<file path="src/inc/uart_pkg.sv">
/*
  Shared constants and types for the serial port with address filter:
  bit timing, control register layout, modes, states and the state record.
  Assumes a single 25 MHz system clock domain.
*/
package uart_pkg;

  // ----------------------------------------------------------------
  // timing
  // ----------------------------------------------------------------
  localparam int unsigned CLK_HZ    = 25_000_000;
  localparam int unsigned BAUD_HZ   = 115_200;
  localparam logic [15:0] BIT_M0    = 16'h000c;
  localparam logic [15:0] BIT_M2    = 16'h0040;
  localparam logic [15:0] BIT_M13   = 16'(CLK_HZ / BAUD_HZ);

  // ----------------------------------------------------------------
  // transmit buffer and frame lengths
  // ----------------------------------------------------------------
  localparam int          FIFO_W     = 9;
  localparam int          FIFO_DEPTH = 4;
  localparam logic [3:0]  NBITS_M0   = 4'h8;
  localparam logic [3:0]  NBITS_M1   = 4'ha;
  localparam logic [3:0]  NBITS_M23  = 4'hb;
  localparam logic [3:0]  LAST_M0    = 4'h7;
  localparam logic [3:0]  LAST_M1    = 4'h8;
  localparam logic [3:0]  LAST_M23   = 4'h9;

  // ----------------------------------------------------------------
  // serial_control_reg field positions
  // ----------------------------------------------------------------
  localparam int CTL_B7  = 7;
  localparam int CTL_MODE_LO = 6;
  localparam int CTL_MP_EN   = 5;
  localparam int CTL_REN = 4;
  localparam int CTL_TB8 = 3;
  localparam int CTL_RB8 = 2;
  localparam int CTL_TI  = 1;
  localparam int CTL_RX_DONE = 0;

  typedef enum logic [1:0] {
    M_SHIFT = 2'b00,
    M_UART8 = 2'b01,
    M_FIX9  = 2'b10,
    M_VAR9  = 2'b11
  } mode_t;

  typedef enum logic [1:0] {
    T_IDLE  = 2'b00,
    T_SHIFT = 2'b01
  } tx_state_t;

  typedef enum logic [1:0] {
    R_IDLE  = 2'b00,
    R_START = 2'b01,
    R_DATA  = 2'b10,
    R_SYNC  = 2'b11
  } rx_state_t;

  typedef struct packed {
    logic wr;
    logic [7:0] wdata;
  } wr_req_t;

  typedef struct packed {
    logic mode_spec_hi;
    logic mode_spec_lo;
    logic multiproc_enable;
    logic ren;
    logic tb8;
    logic rb8;
    logic ti;
    logic receive_complete_flag;
    logic framing_error_flag;
  } ctl_t;

  typedef struct packed {
    ctl_t        ctl;
    logic [7:0]  rxbuf;
    tx_state_t   tst;
    logic [15:0] tcnt;
    logic [3:0]  tbits;
    logic [10:0] tsh;
    rx_state_t   rst;
    logic [15:0] rcnt;
    logic [3:0]  rbits;
    logic [9:0]  rsh;
    logic        sync1;
    logic        sync2;
    logic        prev;
    logic [7:0]  rd;
    logic        irq;
    logic        txd;
    logic        rxo;
    logic        rxoe;
  } uart_state_t;

  localparam uart_state_t UART_RST = '{
    ctl: '0, rxbuf: 8'h00, tst: T_IDLE, tcnt: 16'h0000, tbits: 4'h0,
    tsh: 11'h7ff, rst: R_IDLE, rcnt: 16'h0000, rbits: 4'h0, rsh: 10'h000,
    sync1: 1'b1, sync2: 1'b1, prev: 1'b1, rd: 8'h00, irq: 1'b0,
    txd: 1'b1, rxo: 1'b1, rxoe: 1'b0};

  function automatic logic [15:0] bit_cycles(input mode_t m);
    case (m)
      M_SHIFT: bit_cycles = BIT_M0;
      M_FIX9:  bit_cycles = BIT_M2;
      default: bit_cycles = BIT_M13;
    endcase
  endfunction

endpackage

</file>
<file path="src/verilog/word_fifo.sv">
/*
  Small synchronous FIFO with valid/ready on both sides.
  Assumes one clock; the ready on the write side is registered.
*/
module word_fifo #(
  parameter int W     = 9,
  parameter int DEPTH = 4
) (
  input  wire logic         clk_sys,
  input  wire logic         rst_n,
  input  wire logic         in_valid,
  output logic              in_ready,
  input  wire logic [W-1:0] in_data,
  output logic              out_valid,
  input  wire logic         out_ready,
  output logic [W-1:0]      out_data
);

  localparam int AW = (DEPTH > 1) ? $clog2(DEPTH) : 1;
  localparam int CW = $clog2(DEPTH + 1);

  typedef struct packed {
    logic [AW-1:0] wp;
    logic [AW-1:0] rp;
    logic [CW-1:0] cnt;
    logic          rdy;
  } fifo_state_t;

  fifo_state_t   st_r;
  fifo_state_t   st_nxt;
  logic [W-1:0]  mem [DEPTH];
  logic          push;
  logic          pop;

  assign in_ready  = st_r.rdy;
  assign out_valid = st_r.cnt != '0;
  assign out_data  = mem[st_r.rp];

  // ----------------------------------------------------------------
  // pointers and fill level
  // ----------------------------------------------------------------
  always_comb begin
    st_nxt = st_r;
    push   = in_valid & st_r.rdy;
    pop    = out_ready & (st_r.cnt != '0);
    if (push) begin
      st_nxt.wp = (st_r.wp == AW'(DEPTH - 1)) ? '0 : st_r.wp + AW'(1);
    end
    if (pop) begin
      st_nxt.rp = (st_r.rp == AW'(DEPTH - 1)) ? '0 : st_r.rp + AW'(1);
    end
    if (push && !pop) begin
      st_nxt.cnt = st_r.cnt + CW'(1);
    end else if (pop && !push) begin
      st_nxt.cnt = st_r.cnt - CW'(1);
    end
    st_nxt.rdy = st_nxt.cnt != CW'(DEPTH);
  end

  always_ff @(posedge clk_sys or negedge rst_n) begin
    if (!rst_n) begin
      st_r <= '{wp: '0, rp: '0, cnt: '0, rdy: 1'b1};
    end else begin
      st_r <= st_nxt;
    end
  end

  always_ff @(posedge clk_sys) begin
    if (push) begin
      mem[st_r.wp] <= in_data;
    end
  end

endmodule

</file>
<file path="src/verilog/uart_addr_filter.sv">
/*
  Four-mode serial port, full-duplex except in mode 0, with framing check and hardware
  address filtering. Transmit words pass through a 4-word FIFO.
  Assumes control inputs are synchronous to clk_sys; rxd_in is async.
*/
module uart_addr_filter (
  input  wire logic            clk_sys,
  input  wire logic            rst_n,
  input  uart_pkg::wr_req_t    serial_data_wr,
  output logic                 serial_data_ready,
  output logic [7:0]           serial_data_port,
  input  uart_pkg::wr_req_t    ctl_wr,
  output logic [7:0]           serial_control_reg,
  input  wire logic            bit7_select,
  input  wire logic [7:0]      individual_address_reg,
  input  wire logic [7:0]      address_mask_reg,
  output logic                 serial_irq,
  output logic                 txd,
  input  wire logic            rxd_in,
  output logic                 rxd_out,
  output logic                 rxd_oe
);

  uart_pkg::uart_state_t st_r;
  uart_pkg::uart_state_t n;
  uart_pkg::mode_t       mode;
  logic [15:0]           per;
  logic [15:0]           half;
  logic [9:0]            sh;
  logic [7:0]            rx_byte;
  logic                  rx_ninth;
  logic                  rx_stop;
  logic [7:0]            bcast_mask;
  logic                  given_hit;
  logic                  bcast_hit;
  logic                  accept;
  logic                  pop;
  logic                  fifo_valid;
  logic [8:0]            fifo_data;

  // ----------------------------------------------------------------
  // transmit buffer
  // ----------------------------------------------------------------
  word_fifo #(
    .W     (uart_pkg::FIFO_W),
    .DEPTH (uart_pkg::FIFO_DEPTH)
  ) u_tx_fifo (
    .clk_sys   (clk_sys),
    .rst_n     (rst_n),
    .in_valid  (serial_data_wr.wr),
    .in_ready  (serial_data_ready),
    .in_data   ({serial_data_wr.wdata, st_r.ctl.tb8}),
    .out_valid (fifo_valid),
    .out_ready (pop),
    .out_data  (fifo_data)
  );

  // ----------------------------------------------------------------
  // outputs, all registered
  // ----------------------------------------------------------------
  assign serial_data_port   = st_r.rxbuf;
  assign serial_control_reg = st_r.rd;
  assign serial_irq         = st_r.irq;
  assign txd                = st_r.txd;
  assign rxd_out            = st_r.rxo;
  assign rxd_oe             = st_r.rxoe;

  // ----------------------------------------------------------------
  // next-state logic
  // ----------------------------------------------------------------
  always_comb begin
    n          = st_r;
    mode       = uart_pkg::mode_t'({st_r.ctl.mode_spec_hi, st_r.ctl.mode_spec_lo});
    per        = uart_pkg::bit_cycles(mode);
    half       = {1'b0, per[15:1]};
    pop        = 1'b0;
    sh         = {st_r.sync2, st_r.rsh[9:1]};
    rx_byte    = sh[7:0];
    rx_ninth   = sh[8];
    rx_stop    = sh[9];
    accept     = 1'b0;
    bcast_mask = individual_address_reg | address_mask_reg;

    // rxd_in synchroniser; only sync2 and its delayed copy prev are read by logic
    n.sync1 = rxd_in;
    n.sync2 = st_r.sync1;
    n.prev  = st_r.sync2;

    // control register write; bit 7 steered by select
    if (ctl_wr.wr) begin
      if (bit7_select) begin
        n.ctl.framing_error_flag = ctl_wr.wdata[uart_pkg::CTL_B7];
      end else begin
        n.ctl.mode_spec_hi = ctl_wr.wdata[uart_pkg::CTL_B7];
      end
      n.ctl.mode_spec_lo          = ctl_wr.wdata[uart_pkg::CTL_MODE_LO];
      n.ctl.multiproc_enable      = ctl_wr.wdata[uart_pkg::CTL_MP_EN];
      n.ctl.ren                   = ctl_wr.wdata[uart_pkg::CTL_REN];
      n.ctl.tb8                   = ctl_wr.wdata[uart_pkg::CTL_TB8];
      n.ctl.rb8                   = ctl_wr.wdata[uart_pkg::CTL_RB8];
      n.ctl.ti                    = ctl_wr.wdata[uart_pkg::CTL_TI];
      n.ctl.receive_complete_flag = ctl_wr.wdata[uart_pkg::CTL_RX_DONE];
    end

    // ------------------------------------------------------------
    // transmitter
    // ------------------------------------------------------------
    case (st_r.tst)
      uart_pkg::T_IDLE: begin
        // mode 0 shares rxd, so wait for a receive to finish
        if (fifo_valid && (mode != uart_pkg::M_SHIFT || st_r.rst == uart_pkg::R_IDLE)) begin
          pop    = 1'b1;
          n.tst  = uart_pkg::T_SHIFT;
          n.tcnt = '0;
          case (mode)
            uart_pkg::M_SHIFT: begin
              n.tsh   = {3'b111, fifo_data[8:1]};
              n.tbits = uart_pkg::NBITS_M0;
            end
            uart_pkg::M_UART8: begin
              n.tsh   = {2'b11, fifo_data[8:1], 1'b0};
              n.tbits = uart_pkg::NBITS_M1;
            end
            default: begin
              n.tsh   = {1'b1, fifo_data[0], fifo_data[8:1], 1'b0};
              n.tbits = uart_pkg::NBITS_M23;
            end
          endcase
        end
      end
      uart_pkg::T_SHIFT: begin
        if (st_r.tcnt == per - 16'h0001) begin
          n.tcnt  = '0;
          n.tsh   = {1'b1, st_r.tsh[10:1]};
          n.tbits = st_r.tbits - 4'h1;
          if (st_r.tbits == 4'h1) begin
            n.tst    = uart_pkg::T_IDLE;
            n.ctl.ti = 1'b1;
          end
        end else begin
          n.tcnt = st_r.tcnt + 16'h0001;
        end
      end
      default: begin
        n.tst = uart_pkg::T_IDLE;
      end
    endcase

    // ------------------------------------------------------------
    // receiver
    // ------------------------------------------------------------
    case (st_r.rst)
      uart_pkg::R_IDLE: begin
        if (mode == uart_pkg::M_SHIFT) begin
          if (st_r.ctl.ren && !st_r.ctl.receive_complete_flag
              && st_r.tst == uart_pkg::T_IDLE && !fifo_valid) begin
            n.rst   = uart_pkg::R_SYNC;
            n.rcnt  = '0;
            n.rbits = '0;
          end
        end else if (st_r.ctl.ren && st_r.prev && !st_r.sync2) begin
          n.rst  = uart_pkg::R_START;
          n.rcnt = '0;
        end
      end
      uart_pkg::R_START: begin
        if (st_r.rcnt == half - 16'h0001) begin
          n.rcnt  = '0;
          n.rbits = '0;
          // glitch shorter than half a bit is dropped
          n.rst = st_r.sync2 ? uart_pkg::R_IDLE : uart_pkg::R_DATA;
        end else begin
          n.rcnt = st_r.rcnt + 16'h0001;
        end
      end
      uart_pkg::R_DATA: begin
        if (st_r.rcnt == per - 16'h0001) begin
          n.rcnt  = '0;
          n.rsh   = sh;
          n.rbits = st_r.rbits + 4'h1;
          if (mode == uart_pkg::M_UART8) begin
            rx_byte  = sh[8:1];
            rx_ninth = sh[9];
          end
          if (st_r.rbits == ((mode == uart_pkg::M_UART8) ? uart_pkg::LAST_M1
                                                          : uart_pkg::LAST_M23)) begin
            n.rst = uart_pkg::R_IDLE;
            if (!rx_stop) begin
              n.ctl.framing_error_flag = 1'b1;
            end
            if (mode == uart_pkg::M_UART8) begin
              accept = !st_r.ctl.multiproc_enable || rx_stop;
            end else begin
              accept = !st_r.ctl.multiproc_enable
                       || (rx_ninth && (given_hit || bcast_hit));
            end
            if (accept && !st_r.ctl.receive_complete_flag) begin
              n.rxbuf                     = rx_byte;
              n.ctl.rb8                   = rx_ninth;
              n.ctl.receive_complete_flag = 1'b1;
            end
          end
        end else begin
          n.rcnt = st_r.rcnt + 16'h0001;
        end
      end
      uart_pkg::R_SYNC: begin
        // mode 0: shift clock on txd, sample at its rising half
        if (st_r.rcnt == per - 16'h0001) begin
          n.rcnt  = '0;
          n.rsh   = sh;
          n.rbits = st_r.rbits + 4'h1;
          if (st_r.rbits == uart_pkg::LAST_M0) begin
            n.rst                       = uart_pkg::R_IDLE;
            n.rxbuf                     = sh[9:2];
            n.ctl.receive_complete_flag = 1'b1;
          end
        end else begin
          n.rcnt = st_r.rcnt + 16'h0001;
        end
      end
      default: begin
        n.rst = uart_pkg::R_IDLE;
      end
    endcase

    // ------------------------------------------------------------
    // pin drive
    // ------------------------------------------------------------
    n.txd  = 1'b1;
    n.rxo  = 1'b1;
    n.rxoe = 1'b0;
    if (n.tst == uart_pkg::T_SHIFT) begin
      if (mode == uart_pkg::M_SHIFT) begin
        n.txd  = n.tcnt >= half;
        n.rxo  = n.tsh[0];
        n.rxoe = 1'b1;
      end else begin
        n.txd = n.tsh[0];
      end
    end
    if (n.rst == uart_pkg::R_SYNC) begin
      n.txd = n.rcnt >= half;
    end

    // readback and interrupt
    n.rd = {bit7_select ? n.ctl.framing_error_flag : n.ctl.mode_spec_hi,
            n.ctl.mode_spec_lo, n.ctl.multiproc_enable, n.ctl.ren,
            n.ctl.tb8, n.ctl.rb8, n.ctl.ti, n.ctl.receive_complete_flag};
    n.irq = n.ctl.ti | n.ctl.receive_complete_flag;
  end

  // ----------------------------------------------------------------
  // address compare
  // ----------------------------------------------------------------
  always_comb begin
    given_hit = ((rx_byte ^ individual_address_reg) & address_mask_reg) == 8'h00;
    bcast_hit = (rx_byte & bcast_mask) == bcast_mask;
  end

  // ----------------------------------------------------------------
  // state register
  // ----------------------------------------------------------------
  always_ff @(posedge clk_sys or negedge rst_n) begin
    if (!rst_n) begin
      st_r <= uart_pkg::UART_RST;
    end else begin
      st_r <= n;
    end
  end

endmodule

</file>
<file path="config.mk">
export PLATFORM = sky130hd
export DESIGN_NAME = uart_addr_filter
export DESIGN_NICKNAME = d
export VERILOG_FILES = /design/src/inc/uart_pkg.sv /design/src/verilog/word_fifo.sv /design/src/verilog/uart_addr_filter.sv
export SDC_FILE = /design/constraint.sdc
export NUM_CORES = 1
export LEC_CHECK = 0
export BUFFER_PORTS_ARGS = -buffer_cell sky130_fd_sc_hd__buf_2
export CORE_MARGIN = 2
export CORE_UTILIZATION = 43
export CTS_BUF_LIST = sky130_fd_sc_hd__clkbuf_4
export CTS_CLUSTER_SIZE = 24
export DETAILED_ROUTE_END_ITERATION = 6
export HOLD_SLACK_MARGIN = 0.12
export SLEW_MARGIN = 20
export SYNTH_ARGS = -nofsm -noshare
export SYNTH_HDL_FRONTEND = slang
export SYNTH_SLANG_ARGS = --single-unit
</file>
<file path="constraint.sdc">
create_clock -name clk_sys -period 8.8 [get_ports clk_sys]
set_clock_uncertainty 0.15 [all_clocks]
set_input_delay 2.64 -clock clk_sys [delete_from_list [all_inputs] [get_ports clk_sys]]
set_output_delay 2.64 -clock clk_sys [all_outputs]
set_load 0.02 [all_outputs]
</file>
==> flow_summary.json, run 1 <==
{
  "status": "complete, but fails checks",
  "violations": "DRC",
  "synth-edff-count": 36,
  "hold-path-cell-count": 0,
  "rsz0062_at_grt": "false",
  "insertion_delay_ps": 540,
  "hpwl_um": 12800,
  "ys_seq_elements": 133,
  "timing.fmax_mhz": 197,
  "track_usage": 0.202,
  "die_x_um": 136,
  "power.total_mw": 1.80,
  "htreeDepth": 4,
  "worst-path-buf-inv": 0,
  "syn-instance-count": 755,
  "drv_cap": 0,
  "antenna_found_initial": 0,
  "grt_max_degree": 53,
  "tightest_slew_ps": 1000,
  "top_register": "st_r",
  "powerDensity_mw_per_mm2": 223,
  "routed_wl_um": 17800,
  "synth_warnings": 0,
  "post_cts_resized": 0,
  "pre_cts_slack_ps": 3620,
  "synthFlopType": "dfrtp_1",
  "drt_iter0_drc": 471,
  "die_area_sq_mm": 0.0185,
  "clkTransAtPathRegs_ps": 140,
  "clock_path_buffers": 2,
  "place_area_sq_mm": 0.00782,
  "peakVddDrop_v": 0.000129,
  "hold_buffers": 0,
  "setup_slack_ps": 3730,
  "cts_made_buffers": 17,
  "largest_reg_flops": 57,
  "area_growth_pct": 7.65,
  "num-nets-final": 847,
  "port_buffers": 58,
  "regToRegEndpoint": "txd",
  "synthTopCellsByArea": "dfrtp_1 27%, edfxtp_1 14%, dfstp_2 6.0%",
  "slew_headroom": 0.328,
  "crit_family": "compound AO/OA/AOI/OAI gates",
  "grt_overflow": 0,
  "reg2reg_slack_ps": 3730,
  "rows": 48,
  "drtAntennaViolNets": 0,
  "dr.pass1.iters": 7,
  "routed_via_density": 5.71,
  "slowest_stage": "o22a_1",
  "synthTopCellsByCount": "84 x nand2_1, 80 x dfrtp_1, 60 x nor2_1",
  "yosysTopAreaCellShare": 0.267,
  "final_cells": 1022,
  "place_congestion": 0.848,
  "slew_viol_final": 0,
  "worstPathMaxFanout": 15,
  "ys_types": 75,
  "synthesis.area_sq_mm": 0.00749,
  "critPathCaptureType": "flop",
  "drc": 3,
  "period_needed_ps": 5070,
  "routedWlPerCell_um": 17.4,
  "grt_pass1_vias": 5756,
  "finalCritPeriodShare": 0.576,
  "power_leakage_nw": 3.35,
  "crit_arrival_ps": 5400,
  "io_pins": 59,
  "reg2regPathDepth": 17,
  "syn-num-nets": 818,
  "coreArea_sq_mm": 0.0172,
  "drive_gt1_frac": 0.187,
  "cts_tree": "built",
  "cp.required_ps": 9130,
  "avgSynthCellArea_sq_um": 9.92,
  "worst_hold_startpoint": "n[13]",
  "cts-root-buf": "clkbuf_4",
  "die_height_um": 136,
  "dp_cells": 990,
  "final.setup.tns_ps": 0,
  "crit_type": "flop to flop",
  "start_kind": "flop",
  "hold_viol_final": 0,
  "fin_area_sq_mm": 0.00806,
  "r2r_start": "serial_control_reg[6]",
  "final_util": 0.469,
  "grt_pass1_wl_um": 29200,
  "cts_num_sinks": 133,
  "async_flop_share": 0.729,
  "critPathMaxStageDelay_ps": 580,
  "num_vias": 5835,
  "initial_core_util": 0.436,
  "crit_path_frequent_cell": "o21ai_0",
  "setup_viol": 0,
  "synth.most_common_cell": "nand2_1",
  "yosysTopAreaCell": "dfrtp_1",
  "crit_chain": "or2_1, ha_1, xor2_1, nand3_1, nor4_4, o22a_1, nor2_1, o21ai_0, o21ai_0, ha_1, a21o_1, a221o_1, a21o_1, a21oi_1, o21ai_0, nand4b_1, a2bb2oi_1",
  "hold_end": "rx_stop",
  "antenna_cells": 0,
  "post_cts_buffers": 0,
  "hold_path_class": "flop to flop",
  "yosysSeqAreaShare": 0.471,
  "hold_slack_ps": 210
}
-- placed cells by master (no fill, tap or decap), types with 10 or more instances in the layout --
cell type / n
inv_1: 34
a21oi_1: 44
and3_1: 11
nor3_1: 13
buf_2: 57
edfxtp_1: 36
ha_1: 25
dfstp_2: 17
or3_1: 12
nor2b_1: 11
o21ai_0: 37
nor2_1: 60
clkbuf_4: 18
dfrtp_1: 80
xnor2_1: 12
a211oi_1: 10
xor2_1: 11
mux2_2: 15
nand3_1: 30
nand2_1: 84
nand4_1: 11
-- power by group --
part           internal, mW  leakage, nW  total, mW  switching, mW
sequential            0.758         1.52      0.863          0.105
combinational         0.230         1.70      0.566          0.336
clock                 0.118        0.130      0.368          0.250
-- worst max path at each step --
stage	from	end	slack (ps)	cells past startpoint
floorplan	individual_address_reg[7]	serial_data_port[5]	4280	9
global placement	individual_address_reg[7]	serial_data_port[6]	3700	10
detailed placement	individual_address_reg[7]	serial_data_port[6]	3620	10
CTS	serial_control_reg[6]	txd	3730	17
global route	serial_control_reg[6]	txd	3280	17
finish	serial_control_reg[6]	txd	3730	17
-- cells by family after synthesis --
kind of cell | synth area share
compound gates | 0.148
buf+inv | 0.0521
simple gates | 0.199
xor+xnor | 0.0269
other cells | 0.000501
fa+ha+maj | 0.0431
flops | 0.471
mux | 0.0591
-- layout make-up --
cell class	instances	area, sq um
inverter	35	131
clock inverter	14	103
clock buffer	18	135
tap	225	282
timing repair buffer	60	308
sequential	133	3530
multi-input combinational	537	3580
fill	1649	9110
-- metal layers --
metal  track usage  vias to the layer above  share of wire
li1              -                     2798              -
met3        0.0328                       22          0.041
met5             0                        -              0
met4        0.0718                        0          0.019
met1         0.262                     2872           0.44
met2         0.343                      143           0.50
No activity file was read; power rests on OpenSTA's default activity.
==> run 2: changes to the inputs <==
- ABC_AREA: not set -> 1
- clock period: 8.8 -> 4.35 ns (I/O delays scaled with it)
==> run 2 against run 1 <==
Compared with the run above:
- critical path depth up 7
- combinational power up 130%
- non-clock buffer count up 1
- global-route usage up 0.55 points
- wire length up 3.8%
- register-to-register slack worse by 3200 ps
- synthesized cell count up 27%
- sequential share of layout area down 1.6 points
- via count up 10%
- worst setup slack worse by 3200 ps
- the run now ends clean
- clock power up 120%
==> flow_summary.json, run 2 <==
{
  "status": "completed",
  "yosysSeqAreaShare": 0.458,
  "syn-instance-count": 957,
  "cts_num_sinks": 133,
  "crit_chain": "inv_2, nand2_1, ha_1, inv_2, nand2_1, nand2_1, nand3_2, nor2_8, nand2_1, nand2_2, nand2_2, inv_1, o22ai_1, ha_1, a21oi_1, o21ai_0, nor2_1, nand2_1, nand2_1, nand2_1, nand2_1, nand2_1, nor2_1, nor2_1",
  "worst-path-buf-inv": 3,
  "cp.required_ps": 4700,
  "synthFlopType": "dfrtp_1",
  "place_congestion": 0.856,
  "tightest_slew_ps": 939,
  "critPathCaptureType": "flop",
  "port_buffers": 58,
  "synth_warnings": 0,
  "timing.fmax_mhz": 260,
  "hold_viol_final": 0,
  "dp_cells": 1212,
  "drt_iter0_drc": 477,
  "coreArea_sq_mm": 0.0174,
  "routed_via_density": 5.17,
  "drc": 0,
  "synthesis.area_sq_mm": 0.00770,
  "die_area_sq_mm": 0.0190,
  "cts_tree": "built",
  "final_cell_mix": "238 x nand2_1, 120 x inv_1, 94 x nor2_1",
  "area_growth_pct": 8.74,
  "yosysTopAreaCell": "dfrtp_1",
  "final_util": 0.481,
  "drv_cap": 0,
  "io_pins": 59,
  "ys_seq_elements": 133,
  "crit_arrival_ps": 4190,
  "synthTopCellsByCount": "238 x nand2_1, 120 x inv_1, 94 x nor2_1",
  "powerDensity_mw_per_mm2": 455,
  "die_height_um": 138,
  "drtAntennaViolNets": 0,
  "rows": 48,
  "hold_path_class": "flop to flop",
  "dr.pass1.iters": 7,
  "synthTopCellsByArea": "dfrtp_1 26%, edfxtp_1 14%, nand2_1 12%",
  "ys_types": 55,
  "setup_viol": 0,
  "grt_pass1_vias": 6089,
  "slew_viol_final": 0,
  "synth_xor_area_frac": 0.0239,
  "slew_headroom": 0.372,
  "slowest_stage": "dfrtp_1",
  "top_register": "st_r",
  "final_cells": 1246,
  "cts_made_buffers": 17,
  "die_x_um": 138,
  "hold_buffers": 0,
  "avgSynthCellArea_sq_um": 8.05,
  "grt_pass1_wl_um": 30500,
  "yosys.area_share.simple": 0.270,
  "track_usage": 0.207,
  "final_common_cell": "nand2_1",
  "pre_cts_slack_ps": 532,
  "peakVddDrop_v": 0.000269,
  "synth_compound_area_frac": 0.116,
  "crit_family": "simple AND/OR/NAND/NOR gates",
  "drive_gt1_frac": 0.146,
  "routedWlPerCell_um": 14.8,
  "finalCritPeriodShare": 0.884,
  "largest_reg_flops": 57,
  "clkTransAtPathRegs_ps": 130,
  "hold_slack_ps": 218,
  "num_vias": 6440,
  "start_kind": "flop",
  "cts-root-buf": "clkbuf_4",
  "power_leakage_nw": 3.97,
  "clock_path_buffers": 2,
  "post_cts_resized": 0,
  "syn-num-nets": 1020,
  "crit_type": "flop to flop",
  "period_needed_ps": 3840,
  "synthMuxAreaShare": 0.00276,
  "critPathMaxStageDelay_ps": 470,
  "worstPathMaxFanout": 10,
  "rsz0062_at_grt": "false",
  "setup_slack_ps": 505,
  "htreeDepth": 4,
  "async_flop_share": 0.729,
  "final.setup.tns_ps": 0,
  "synth-edff-count": 36,
  "antenna_found_initial": 1,
  "num-nets-final": 1069,
  "synth.most_common_cell": "nand2_1",
  "grt_max_degree": 73,
  "synthAdderAreaFrac": 0.0406,
  "synth_top_family_by_area": "simple AND/OR/NAND/NOR gates",
  "initial_core_util": 0.442,
  "routed_wl_um": 18500,
  "insertion_delay_ps": 560,
  "grt_overflow": 0,
  "hpwl_um": 13700,
  "crit_path_frequent_cell": "nand2_1",
  "post_cts_buffers": 0,
  "yosysTopAreaCellShare": 0.260
}
## run 2: per-layer routing
| layer | global-route usage | vias up | wire length (um) |
|---|---|---|---|
| li1 | - | 3263 | - |
| met1 | 0.301 | 3017 | 8980 |
| met2 | 0.322 | 149 | 8450 |
| met3 | 0.0417 | 11 | 883 |
| met4 | 0.0459 | 0 | 169 |
| met5 | 0 | - | 0 |
## run 2: stage by stage
step / total power [mW] / cell area (sq um)
CTS: 3.84 / 8370
floorplan: 2.68 / 7700
finish: 3.81 / 8380
global placement: 3.03 / 8110
detailed placement: 3.04 / 8110
global route: 4.12 / 8370
## run 2: logic make-up after synthesis
group                      Yosys count
other                                1
buffers and inverters              161
and+or+nand+nor                    464
muxes                                2
DFF                                133
xor gates and xnor gates            21
adders and majority gates           25
AOI/OAI and AO/OA                  150
## run 2: layout make-up
class | count | area [sq um]
fillers | 1740 | 9040
flip-flops and latches | 133 | 3530
multi-input cells | 663 | 3490
inverters | 130 | 490
repair buffers | 61 | 315
well taps | 225 | 282
clock inverters | 15 | 134
clock buffers | 17 | 128
diodes | 2 | 5.00
## run 2: worst register-to-register path, stage by stage (launching register included)
cell     delay (ps)
dfrtp_1         470
inv_2           140
nand2_1         190
ha_1            350
inv_2           190
nand2_1          70
nand2_1          70
nand3_2         120
nor2_8          220
nand2_1         150
nand2_2         220
nand2_2         200
inv_1           160
o22ai_1         110
ha_1            310
a21oi_1         110
o21ai_0          90
nor2_1          100
nand2_1          60
nand2_1          50
nand2_1          40
nand2_1          50
nand2_1          40
nor2_1           80
nor2_1           50
## run 2: report_power, final
| part | total (mW) | internal, mW | switching (mW) |
|---|---|---|---|
| Clock | 0.795 | 0.253 | 0.542 |
| Sequential | 1.71 | 1.54 | 0.172 |
| Combinational | 1.30 | 0.419 | 0.883 |
## run 2: worst paths after layout
path,start,to,slack (ps),depth (start not counted)
min in group asynchronous,rst_n,st_r[76],730,1
hold reg to reg,n[13],rx_stop,220,0
setup reg to reg,serial_control_reg[6],txd,510,24
hold / removal,n[13],rx_stop,220,0
max in group asynchronous,rst_n,st_r[12],2480,2
setup / recovery,serial_control_reg[6],txd,510,24
